[config.mk]
export PLATFORM = sky130hd
export DESIGN_NAME = cszt_timing_ctl
export DESIGN_NICKNAME = d
export VERILOG_FILES = /design/src/rtl/cszt_pkg.sv /design/src/rtl/cszt_rate_if.sv /design/src/rtl/cszt_auto_calc.sv /design/src/rtl/cszt_timing_ctl.sv
export SDC_FILE = /design/constraint.sdc
export NUM_CORES = 1
export LEC_CHECK = 0
export ABC_AREA = 1
export BUFFER_PORTS_ARGS = -buffer_cell sky130_fd_sc_hd__buf_2
export CAP_MARGIN = 0
export CORE_ASPECT_RATIO = 0.5
export CORE_MARGIN = 5
export CORE_UTILIZATION = 45
export CTS_BUF_LIST = sky130_fd_sc_hd__clkbuf_8
export DETAILED_ROUTE_END_ITERATION = 8
export GPL_TIMING_DRIVEN = 0
export PLACE_DENSITY_LB_ADDON = 0.08
export SKIP_CTS_REPAIR_TIMING = 1
export SYNTH_ARGS = -nofsm -noshare
export SYNTH_HDL_FRONTEND = slang
export SYNTH_SLANG_ARGS = --single-unit
[constraint.sdc]
create_clock -name clk -period 2.1 [get_ports clk]
set_input_delay 0.21 -clock clk [delete_from_list [all_inputs] [get_ports clk]]
set_output_delay 0.21 -clock clk [all_outputs]
set_load 0.02 [all_outputs]
[src/rtl/cszt_pkg.sv]
// Constants, types and lookup for the HS-zero timing control register
// Summary of operation
// - Bit 7 is the override select, reset to zero, picking automatic or software HS-zero timing.
// - With override clear, the block computes HS-zero timing from the lane rate and uses it.
// - With override clear, the 7-bit field reads back the automatic value and is read-only.
// - With override set, the HS-zero timing output is driven from the 7-bit field.
// - With override set, the 7-bit field takes software writes and reads back the stored value.
// - The field resets to 0x0C, the 800 Mbps setting, and tracks any newly selected known lane rate (codes 0 to 4) while override is clear.
`default_nettype none

package cszt_pkg;

  typedef enum logic [2:0] {
    CSZT_RATE_400,
    CSZT_RATE_800,
    CSZT_RATE_1200,
    CSZT_RATE_1500,
    CSZT_RATE_1600
  } cszt_rate_t;

  localparam logic [7:0] CSZT_REG_OFFSET = 8'h45;
  localparam int CSZT_OVR_BIT = 7;
  localparam int CSZT_VAL_MSB = 6;
  localparam logic CSZT_OVR_RESET = 1'b0;
  localparam logic [6:0] CSZT_VAL_RESET = 7'h0C;
  localparam logic [7:0] CSZT_RDATA_IDLE = 8'h00;
  localparam logic [7:0] CSZT_RDATA_UNMAPPED = 8'h00;
  localparam logic [2:0] CSZT_RATE_RESET = 3'h1;

  // Automatic HS-zero settings per lane rate
  localparam logic [6:0] CSZT_AUTO_400 = 7'h06;
  localparam logic [6:0] CSZT_AUTO_800 = 7'h0C;
  localparam logic [6:0] CSZT_AUTO_1200 = 7'h12;
  localparam logic [6:0] CSZT_AUTO_1500 = 7'h16;
  localparam logic [6:0] CSZT_AUTO_1600 = 7'h18;

  // Unknown rate codes keep the previous setting
  function automatic logic [6:0] cszt_auto_lookup(
    input logic [2:0] sel,
    input logic [6:0] prev
  );
    logic [6:0] val;
    val = prev;
    case (sel)
      CSZT_RATE_400: val = CSZT_AUTO_400;
      CSZT_RATE_800: val = CSZT_AUTO_800;
      CSZT_RATE_1200: val = CSZT_AUTO_1200;
      CSZT_RATE_1500: val = CSZT_AUTO_1500;
      CSZT_RATE_1600: val = CSZT_AUTO_1600;
      default: val = prev;
    endcase
    return val;
  endfunction

endpackage

`default_nettype wire

[src/rtl/cszt_rate_if.sv]
// Lane rate and automatic HS-zero value between control and calculator
`default_nettype none

interface cszt_rate_if;
  logic [2:0] rate_sel;
  logic [6:0] auto_value;
  logic rate_update;

  modport calc (
    input rate_sel,
    output auto_value,
    output rate_update
  );

  modport ctl (
    output rate_sel,
    input auto_value,
    input rate_update
  );
endinterface

`default_nettype wire

[src/rtl/cszt_auto_calc.sv]
// Automatic HS-zero value from the selected lane rate
`default_nettype none

module cszt_auto_calc
  import cszt_pkg::*;
(
  input wire logic clk,
  input wire logic reset_n,
  cszt_rate_if.calc rate
);

  logic [6:0] auto_reg;
  logic [6:0] auto_next;
  logic [2:0] sel_reg;
  logic [2:0] sel_next;
  logic update_reg;
  logic update_next;

  //////////////////////////////////////////////////////////////////////////
  // Next value from rate table
  always_comb begin
    sel_next = rate.rate_sel;
    auto_next = cszt_auto_lookup(rate.rate_sel, auto_reg);
    update_next = (rate.rate_sel != sel_reg) && (auto_next != auto_reg);
  end

  always_ff @(posedge clk or negedge reset_n) begin
    if (!reset_n) begin
      auto_reg <= CSZT_VAL_RESET;
      sel_reg <= CSZT_RATE_RESET;
      update_reg <= 1'b0;
    end else begin
      auto_reg <= auto_next;
      sel_reg <= sel_next;
      update_reg <= update_next;
    end
  end

  assign rate.auto_value = auto_reg;
  assign rate.rate_update = update_reg;

  //////////////////////////////////////////////////////////////////////////
  // Checks
  AST_AUTO_TABLE: assert property (
    @(posedge clk) disable iff (!reset_n)
    (rate.rate_sel inside {[3'h0:3'h4]})
      |=> rate.auto_value == cszt_auto_lookup($past(rate.rate_sel), 7'h00))
    else $error("Automatic value does not match selected lane rate");

  AST_AUTO_800: assert property (
    @(posedge clk) disable iff (!reset_n)
    (rate.rate_sel == CSZT_RATE_800) [*2] |-> rate.auto_value == 7'h0C)
    else $error("Automatic value at 800 Mbps is not 0x0C");

endmodule

`default_nettype wire

[src/rtl/cszt_timing_ctl.sv]
// HS-zero timing control register with automatic and override modes
//
// Local design decision: strobed register access.
`default_nettype none

module cszt_timing_ctl
  import cszt_pkg::*;
(
  input wire logic clk,
  input wire logic reset_n,
  input wire logic [7:0] reg_addr,
  input wire logic [7:0] reg_wdata,
  input wire logic reg_wr,
  input wire logic reg_rd,
  output logic [7:0] reg_rdata,
  output logic reg_rd_valid,
  input wire logic [2:0] lane_rate_sel,
  output logic [6:0] hs_zero_timing,
  output logic hs_zero_override_en,
  output logic hs_zero_auto_update
);

  cszt_rate_if rate ();

  logic override_reg;
  logic override_next;
  logic [6:0] value_reg;
  logic [6:0] value_next;
  logic [7:0] rdata_reg;
  logic [7:0] rdata_next;
  logic rd_valid_reg;
  logic rd_valid_next;
  logic addr_hit;
  logic wr_hit;
  logic rd_hit;

  //////////////////////////////////////////////////////////////////////////
  // Automatic value calculator
  assign rate.rate_sel = lane_rate_sel;

  cszt_auto_calc u_auto_calc (
    .clk(clk),
    .reset_n(reset_n),
    .rate(rate.calc)
  );

  //////////////////////////////////////////////////////////////////////////
  // Address decode
  assign addr_hit = (reg_addr == CSZT_REG_OFFSET);
  assign wr_hit = reg_wr && addr_hit;
  assign rd_hit = reg_rd && addr_hit;

  //////////////////////////////////////////////////////////////////////////
  // Override select and value field
  always_comb begin
    override_next = override_reg;
    value_next = value_reg;
    if (wr_hit) begin
      override_next = reg_wdata[CSZT_OVR_BIT];
    end
    if (wr_hit && reg_wdata[CSZT_OVR_BIT]) begin
      value_next = reg_wdata[CSZT_VAL_MSB:0];
    end else if (wr_hit) begin
      value_next = rate.auto_value;
    end else if (!override_reg) begin
      value_next = rate.auto_value;
    end
  end

  always_ff @(posedge clk or negedge reset_n) begin
    if (!reset_n) begin
      override_reg <= CSZT_OVR_RESET;
      value_reg <= CSZT_VAL_RESET;
    end else begin
      override_reg <= override_next;
      value_reg <= value_next;
    end
  end

  //////////////////////////////////////////////////////////////////////////
  // Read path, data in the cycle after the strobe only
  always_comb begin
    rdata_next = CSZT_RDATA_IDLE;
    rd_valid_next = reg_rd;
    if (rd_hit) begin
      rdata_next = {override_reg, value_reg};
    end else if (reg_rd) begin
      rdata_next = CSZT_RDATA_UNMAPPED;
    end
  end

  always_ff @(posedge clk or negedge reset_n) begin
    if (!reset_n) begin
      rdata_reg <= CSZT_RDATA_IDLE;
      rd_valid_reg <= 1'b0;
    end else begin
      rdata_reg <= rdata_next;
      rd_valid_reg <= rd_valid_next;
    end
  end

  //////////////////////////////////////////////////////////////////////////
  // Outputs
  assign reg_rdata = rdata_reg;
  assign reg_rd_valid = rd_valid_reg;
  assign hs_zero_timing = value_reg;
  assign hs_zero_override_en = override_reg;
  assign hs_zero_auto_update = rate.rate_update && !override_reg;

  //////////////////////////////////////////////////////////////////////////
  // Checks
  AST_OVR_RESET: assert property (
    @(posedge clk) disable iff (!reset_n)
    $rose(reset_n) |-> !hs_zero_override_en)
    else $error("Override select not clear after reset");

  AST_OVR_WRITE: assert property (
    @(posedge clk) disable iff (!reset_n)
    wr_hit |=> hs_zero_override_en == $past(reg_wdata[7]))
    else $error("Override select did not take written bit");

  AST_OVR_HOLD: assert property (
    @(posedge clk) disable iff (!reset_n)
    !wr_hit |=> $stable(hs_zero_override_en))
    else $error("Override select changed without a write");

  AST_AUTO_FOLLOW: assert property (
    @(posedge clk) disable iff (!reset_n)
    (!override_reg && !wr_hit) |=>
      hs_zero_timing == $past(rate.auto_value))
    else $error("Timing does not follow automatic value");

  AST_AUTO_RATE: assert property (
    @(posedge clk) disable iff (!reset_n)
    (!override_reg && !wr_hit && lane_rate_sel == CSZT_RATE_1600) [*3]
      |-> hs_zero_timing == CSZT_AUTO_1600)
    else $error("Automatic timing wrong for selected lane rate");

  AST_READ_AUTO: assert property (
    @(posedge clk) disable iff (!reset_n)
    (rd_hit && !override_reg) |=>
      reg_rdata == {1'b0, $past(value_reg)} && reg_rd_valid)
    else $error("Read in auto mode did not return automatic value");

  AST_READ_AUTO_LIVE: assert property (
    @(posedge clk) disable iff (!reset_n)
    (!override_reg && !wr_hit) ##1 (rd_hit && !override_reg) |=>
      reg_rdata[6:0] == $past(rate.auto_value, 2))
    else $error("Read in auto mode is stale");

  AST_OVR_STEADY: assert property (
    @(posedge clk) disable iff (!reset_n)
    (override_reg && !wr_hit) |=> $stable(hs_zero_timing))
    else $error("Override timing moved without a write");

  AST_OVR_IGNORES_RATE: assert property (
    @(posedge clk) disable iff (!reset_n)
    (wr_hit && reg_wdata[7]) ##1 (!wr_hit) [*3] |->
      hs_zero_timing == $past(reg_wdata[6:0], 3))
    else $error("Override timing lost programmed value");

  AST_FIELD_WRITE: assert property (
    @(posedge clk) disable iff (!reset_n)
    (wr_hit && reg_wdata[7]) |=> value_reg == $past(reg_wdata[6:0]))
    else $error("Field write with override set was not stored");

  AST_FIELD_READBACK: assert property (
    @(posedge clk) disable iff (!reset_n)
    (wr_hit && reg_wdata[7]) ##1 (rd_hit && !reg_wr) |=>
      reg_rdata == {1'b1, $past(reg_wdata[6:0], 2)})
    else $error("Readback in override mode differs from write");

  AST_VAL_RESET: assert property (
    @(posedge clk) disable iff (!reset_n)
    $rose(reset_n) |-> hs_zero_timing == 7'h0C)
    else $error("Value field not 0x0C after reset");

  AST_RATE_UPDATE: assert property (
    @(posedge clk) disable iff (!reset_n)
    (!override_reg && !wr_hit && $changed(lane_rate_sel)
      && lane_rate_sel inside {[3'h0:3'h4]}) ##1 (!wr_hit)
      |=> hs_zero_timing == cszt_auto_lookup($past(lane_rate_sel, 2),
        7'h00))
    else $error("Automatic value missed a lane rate change");

  AST_WR_IGNORED: assert property (
    @(posedge clk) disable iff (!reset_n)
    (wr_hit && !reg_wdata[7]) |=>
      hs_zero_timing == $past(rate.auto_value))
    else $error("Field write took effect in auto mode");

  AST_RD_PULSE: assert property (
    @(posedge clk) disable iff (!reset_n)
    !reg_rd |=> !reg_rd_valid && reg_rdata == 8'h00)
    else $error("Read data standing outside answer cycle");

  AST_UNMAPPED: assert property (
    @(posedge clk) disable iff (!reset_n)
    (reg_rd && !addr_hit) |=> reg_rd_valid && reg_rdata == 8'h00)
    else $error("Unmapped read did not return zero");

  AST_RD_VALID: assert property (
    @(posedge clk) disable iff (!reset_n)
    reg_rd |=> reg_rd_valid)
    else $error("Read strobe gave no valid flag");

  AST_RDATA_IDLE: assert property (
    @(posedge clk) disable iff (!reset_n)
    !reg_rd_valid |-> reg_rdata == 8'h00)
    else $error("Read data not zero outside answer cycle");

  AST_WR_NO_ANSWER: assert property (
    @(posedge clk) disable iff (!reset_n)
    (reg_wr && !reg_rd) |=> !reg_rd_valid)
    else $error("Write produced a read answer");

  AST_OVR_SET: assert property (
    @(posedge clk) disable iff (!reset_n)
    (wr_hit && reg_wdata[7]) |=> hs_zero_override_en)
    else $error("Override select not set by write");

  AST_OVR_CLEAR: assert property (
    @(posedge clk) disable iff (!reset_n)
    (wr_hit && !reg_wdata[7]) |=> !hs_zero_override_en)
    else $error("Override select not cleared by write");

  AST_OVR_UNMAPPED: assert property (
    @(posedge clk) disable iff (!reset_n)
    (reg_wr && !addr_hit) |=> $stable(hs_zero_override_en))
    else $error("Unmapped write changed override select");

  AST_READ_OVR_BIT: assert property (
    @(posedge clk) disable iff (!reset_n)
    rd_hit |=> reg_rdata[7] == $past(hs_zero_override_en))
    else $error("Read override bit differs from select");

  AST_AUTO_400: assert property (
    @(posedge clk) disable iff (!reset_n)
    (!override_reg && !wr_hit && lane_rate_sel == CSZT_RATE_400) [*3]
      |-> hs_zero_timing == CSZT_AUTO_400)
    else $error("Automatic timing wrong at 400 Mbps");

  AST_AUTO_1200: assert property (
    @(posedge clk) disable iff (!reset_n)
    (!override_reg && !wr_hit && lane_rate_sel == CSZT_RATE_1200) [*3]
      |-> hs_zero_timing == CSZT_AUTO_1200)
    else $error("Automatic timing wrong at 1200 Mbps");

  AST_AUTO_1500: assert property (
    @(posedge clk) disable iff (!reset_n)
    (!override_reg && !wr_hit && lane_rate_sel == CSZT_RATE_1500) [*3]
      |-> hs_zero_timing == CSZT_AUTO_1500)
    else $error("Automatic timing wrong at 1500 Mbps");

  AST_AUTO_800_OUT: assert property (
    @(posedge clk) disable iff (!reset_n)
    (!override_reg && !wr_hit && lane_rate_sel == CSZT_RATE_800) [*3]
      |-> hs_zero_timing == CSZT_AUTO_800)
    else $error("Automatic timing wrong at 800 Mbps");

  AST_READ_FIELD: assert property (
    @(posedge clk) disable iff (!reset_n)
    rd_hit |=> reg_rdata[6:0] == $past(hs_zero_timing))
    else $error("Read field differs from timing in use");

  AST_OVR_WR_TIMING: assert property (
    @(posedge clk) disable iff (!reset_n)
    (wr_hit && reg_wdata[7]) |=> hs_zero_timing == $past(reg_wdata[6:0]))
    else $error("Override write did not reach timing output");

  AST_OVR_NO_PULSE: assert property (
    @(posedge clk) disable iff (!reset_n)
    override_reg |-> !hs_zero_auto_update)
    else $error("Update pulse while override set");

  AST_READ_OVR: assert property (
    @(posedge clk) disable iff (!reset_n)
    (rd_hit && override_reg) |=> reg_rdata == {1'b1, $past(value_reg)})
    else $error("Read in override mode did not return stored value");

  AST_UNKNOWN_RATE: assert property (
    @(posedge clk) disable iff (!reset_n)
    (lane_rate_sel inside {[3'h5:3'h7]}) |=> $stable(rate.auto_value))
    else $error("Unknown rate code moved automatic value");

  AST_PULSE_CAUSE: assert property (
    @(posedge clk) disable iff (!reset_n)
    hs_zero_auto_update |-> $changed(rate.auto_value))
    else $error("Update pulse without a new automatic value");

  AST_PULSE_ON_CHANGE: assert property (
    @(posedge clk) disable iff (!reset_n)
    (!override_reg && !wr_hit && $changed(lane_rate_sel)
      && lane_rate_sel inside {[3'h0:3'h4]}
      && cszt_auto_lookup(lane_rate_sel, 7'h00) != rate.auto_value)
      |=> hs_zero_auto_update)
    else $error("No update pulse after lane rate change");

endmodule

`default_nettype wire

==> summary.txt <==
Power
  – Comb power frac: 0.152
  – Clock group share of total power: 0.281
  – Sequential power share: 0.568
  – Int Pwr: 760 uW
  – Net Switching: 277 uW
  – Worst VDD drop: 0.413 mV
  – Net Sw Frac: 0.267
  – Leak pwr: 0.945 nW
  – P per Cell Area: 630 nW/um2
  – Tot Pwr: 1.04 mW

Run
  – Max_cap viols: 0

Timing
  – Final min period: 1480 ps
  – Final Hold Slack: 67.5 ps
  – RSZ-0062 raised after global routing: no
  – Setup_tns: 0 ps
  – Hold Fails Final Rpt: 0
  – Max Slew Vio Count: 0
  – Final setup skew: 3.13 ps
  – Achievable Freq: 678 MHz
  – Period utilisation layout: 0.703
  – Worst-Margin Slew: 641 ps
  – Relative slew slack: 0.572
  – # setup viols final: 0

Layout
  – Max reg flops: 8
  – Share of layout cells above drive strength 1: 0.304
  – Area grow syn2layout: 21.8%
  – # diodes: 0
  – Nets: 228

Clock network
  – Clock-pin slew on the worst setup and hold paths: 90 ps
  – Root Driver: clkbuf_8
  – Clk_lat worst skew: 270 ps
  – TritonCTS buffer count: 3
  – Clk buf depth: 2
  – CTS Sinks: 28
  – TritonCTS clock tree: yes
  – H-tree level count: 1

Synthesis
  – Post-synthesis net count: 184
  – Synthesized instance count: 161
  – Syn. warnings: 0
  – Area share of the largest cell type after synthesis: 0.426
  – Synth Register Bits: 28
  – Cell Area, Synth: 1350 um2
  – Register area share after synthesis: 0.523
  – Cell variety after synth: 23
  – Dominant cell type by area after synthesis: dfrtp_1
  – Syn Area/Cell: 8.40 um2
  – Top cells by area, synth: dfrtp_1 (43%), dfstp_2 (9.7%), inv_1 (9.2%), nand2_1 (7.8%), nand3_1 (7.4%)

GRT
  – Antenna violations before repair: 0
  – First-pass GRT wire length: 4600 um
  – Largest net degree at the start of global routing: 29
  – Vias in the first global route: 1001
  – Total global routing overflow: 0
  – GR Util All Layers: 0.136

Hold path
  – Hold path depth: 1
  – Hold crit path type: input port to register

Status
  – Run status: completed

Setup path
  – Max incr delay on CP: 380 ps
  – CP Capture Type: output port
  – CP top delay family: buffers and inverters
  – Critical-path maximum fanout: 10
  – CP cell instances: clkbuf_1, nor2_1, buf_2
  – FF-to-FF path depth: 6
  – CP required: 1890 ps
  – CP max-delay cell: clkbuf_1
  – CP Class: register to output port
  – Worst Path Buf+Inv: 2
  – Levels on crit path: 3
  – CP arrival: 1270 ps
  – Startpoint types: register

Floorplan
  – Std cell rows: 14
  – Starting Density: 0.460
  – Die width: 87.5 um
  – Die area: 4270 um2
  – Core area: 2940 um2
  – Die H: 48.8 um
  – # IOs: 41

Detailed routing
  – Antenna viol nets, final: 0
  – WL/cell: 11.7 um
  – Iteration-0 DRC Markers: 68
  – DR vias/cell: 4.58
  – Post-Route WL: 2860 um
  – Via count: 1117
  – Number of remaining DRC errors: 0
  – First-pass DRT Iterations: 4

Placement
  – IO Port Bufs: 38
  – RePlAce Congestion: 0.717
  – Detailed Place HPWL: 2070 um
==> synth_stat cells <==
master,count
o21ai_4,1
dfstp_2,5
nor2_1,16
clkbuf_1,2
nor3_1,1
nand3_1,20
a21oi_1,1
nor2_8,1
o211ai_1,1
buf_2,1
xor2_1,3
o21ai_0,3
nand4_1,8
inv_1,33
dfrtp_1,23
nand3b_1,1
nor2_2,2
nand3_4,1
or2_2,1
nand3_2,1
nand2_1,28
nand2_2,6
inv_2,2
==> stage by stage <==
step                      cells  instance area [um2]  setup WS, ps   util
after floorplan             161                 1350           907      -
after global placement      239                 1590           845  0.541
after detailed placement    239                 1590           844  0.541
after CTS                   243                 1640           604  0.557
after global routing        244                 1650           497  0.560
final                       244                 1650           624  0.560
==> final cells by class <==
cell class                      instances  area, um2
Buffer                                  3       12.5
Fill cell                             279       1290
Inverter                               35        131
Timing Repair Buffer                   39        200
Sequential cell                        28        707
Multi-Input combinational cell         95        502
Clock buffer                            3       41.3
Clock inverter                          1       3.75
Tap cell                               40       50.0
==> power groups by stage <==
stage          Clock [mW]  Sequential, mW  Combinational (mW)
2_1_floorplan           0           0.609              0.0805
3_3_place_gp            0           0.598               0.156
3_5_place_dp            0           0.599               0.158
4_1_cts             0.303           0.589               0.158
5_1_grt             0.329           0.592               0.178
6_report            0.291           0.589               0.157
==> routing by layer <==
metal | vias to the layer above | track usage | wire length [um]
met3 | 2 | 0.0508 | 255
met1 | 502 | 0.189 | 1350
met5 | - | 0 | 0
met4 | 0 | 0.0153 | 12
li1 | 583 | - | -
met2 | 30 | 0.210 | 1240
==> layout by cell type (no fill, tap or decap) <==
master / synthesis / routed
buf_2: 1 / 39
inv_1: 33 / 34
nand2_1: 28 / 28
dfrtp_1: 23 / 23
nand3_1: 20 / 20
nor2_1: 16 / 16
nand4_1: 8 / 8
nand2_2: 6 / 6
dfstp_2: 5 / 5
o21ai_0: 3 / 3
xor2_1: 3 / 3
clkbuf_8: 0 / 3
inv_2: 2 / 2
nor2_2: 2 / 2
clkbuf_1: 2 / 2
o21ai_4: 1 / 1
nor2_8: 1 / 1
or2_2: 1 / 1
nand3b_1: 1 / 1
o211ai_1: 1 / 1
nor3_1: 1 / 1
a21oi_1: 1 / 1
nand3_2: 1 / 1
nand3_4: 1 / 1
dlygate4sd3_1: 0 / 1
==> worst reg2reg max path: stages, from the launching register on <==
cell and delay (ps):
dfstp_2 570, inv_1 50, or2_2 260, nand3_1 70, nand2_1 50, nor2_1 90
a21oi_1 70
==> cell families after synthesis <==
kind of cell           share of synthesized area
AO/OA/AOI/OAI                             0.0324
XOR/XNOR                                  0.0194
buffers and inverters                      0.106
flip-flops                                 0.523
AND/OR/NAND/NOR                            0.319
==> worst paths after layout <==
path	start	slack [ps]	end
min in group asynchronous	reset_n	490	u_auto_calc.rate.auto_value[4]
max in group asynchronous	reset_n	1190	u_auto_calc.rate.auto_value[6]
worst min-delay path	reg_rd	70	reg_rd_valid
worst max-delay path	hs_zero_override_en	620	hs_zero_auto_update
worst min register to register	hs_zero_timing[3]	480	reg_rdata[3]
worst max register to register	u_auto_calc.rate.auto_value[3]	840	u_auto_calc.rate.rate_update
Power figures use the tool's default switching activity.
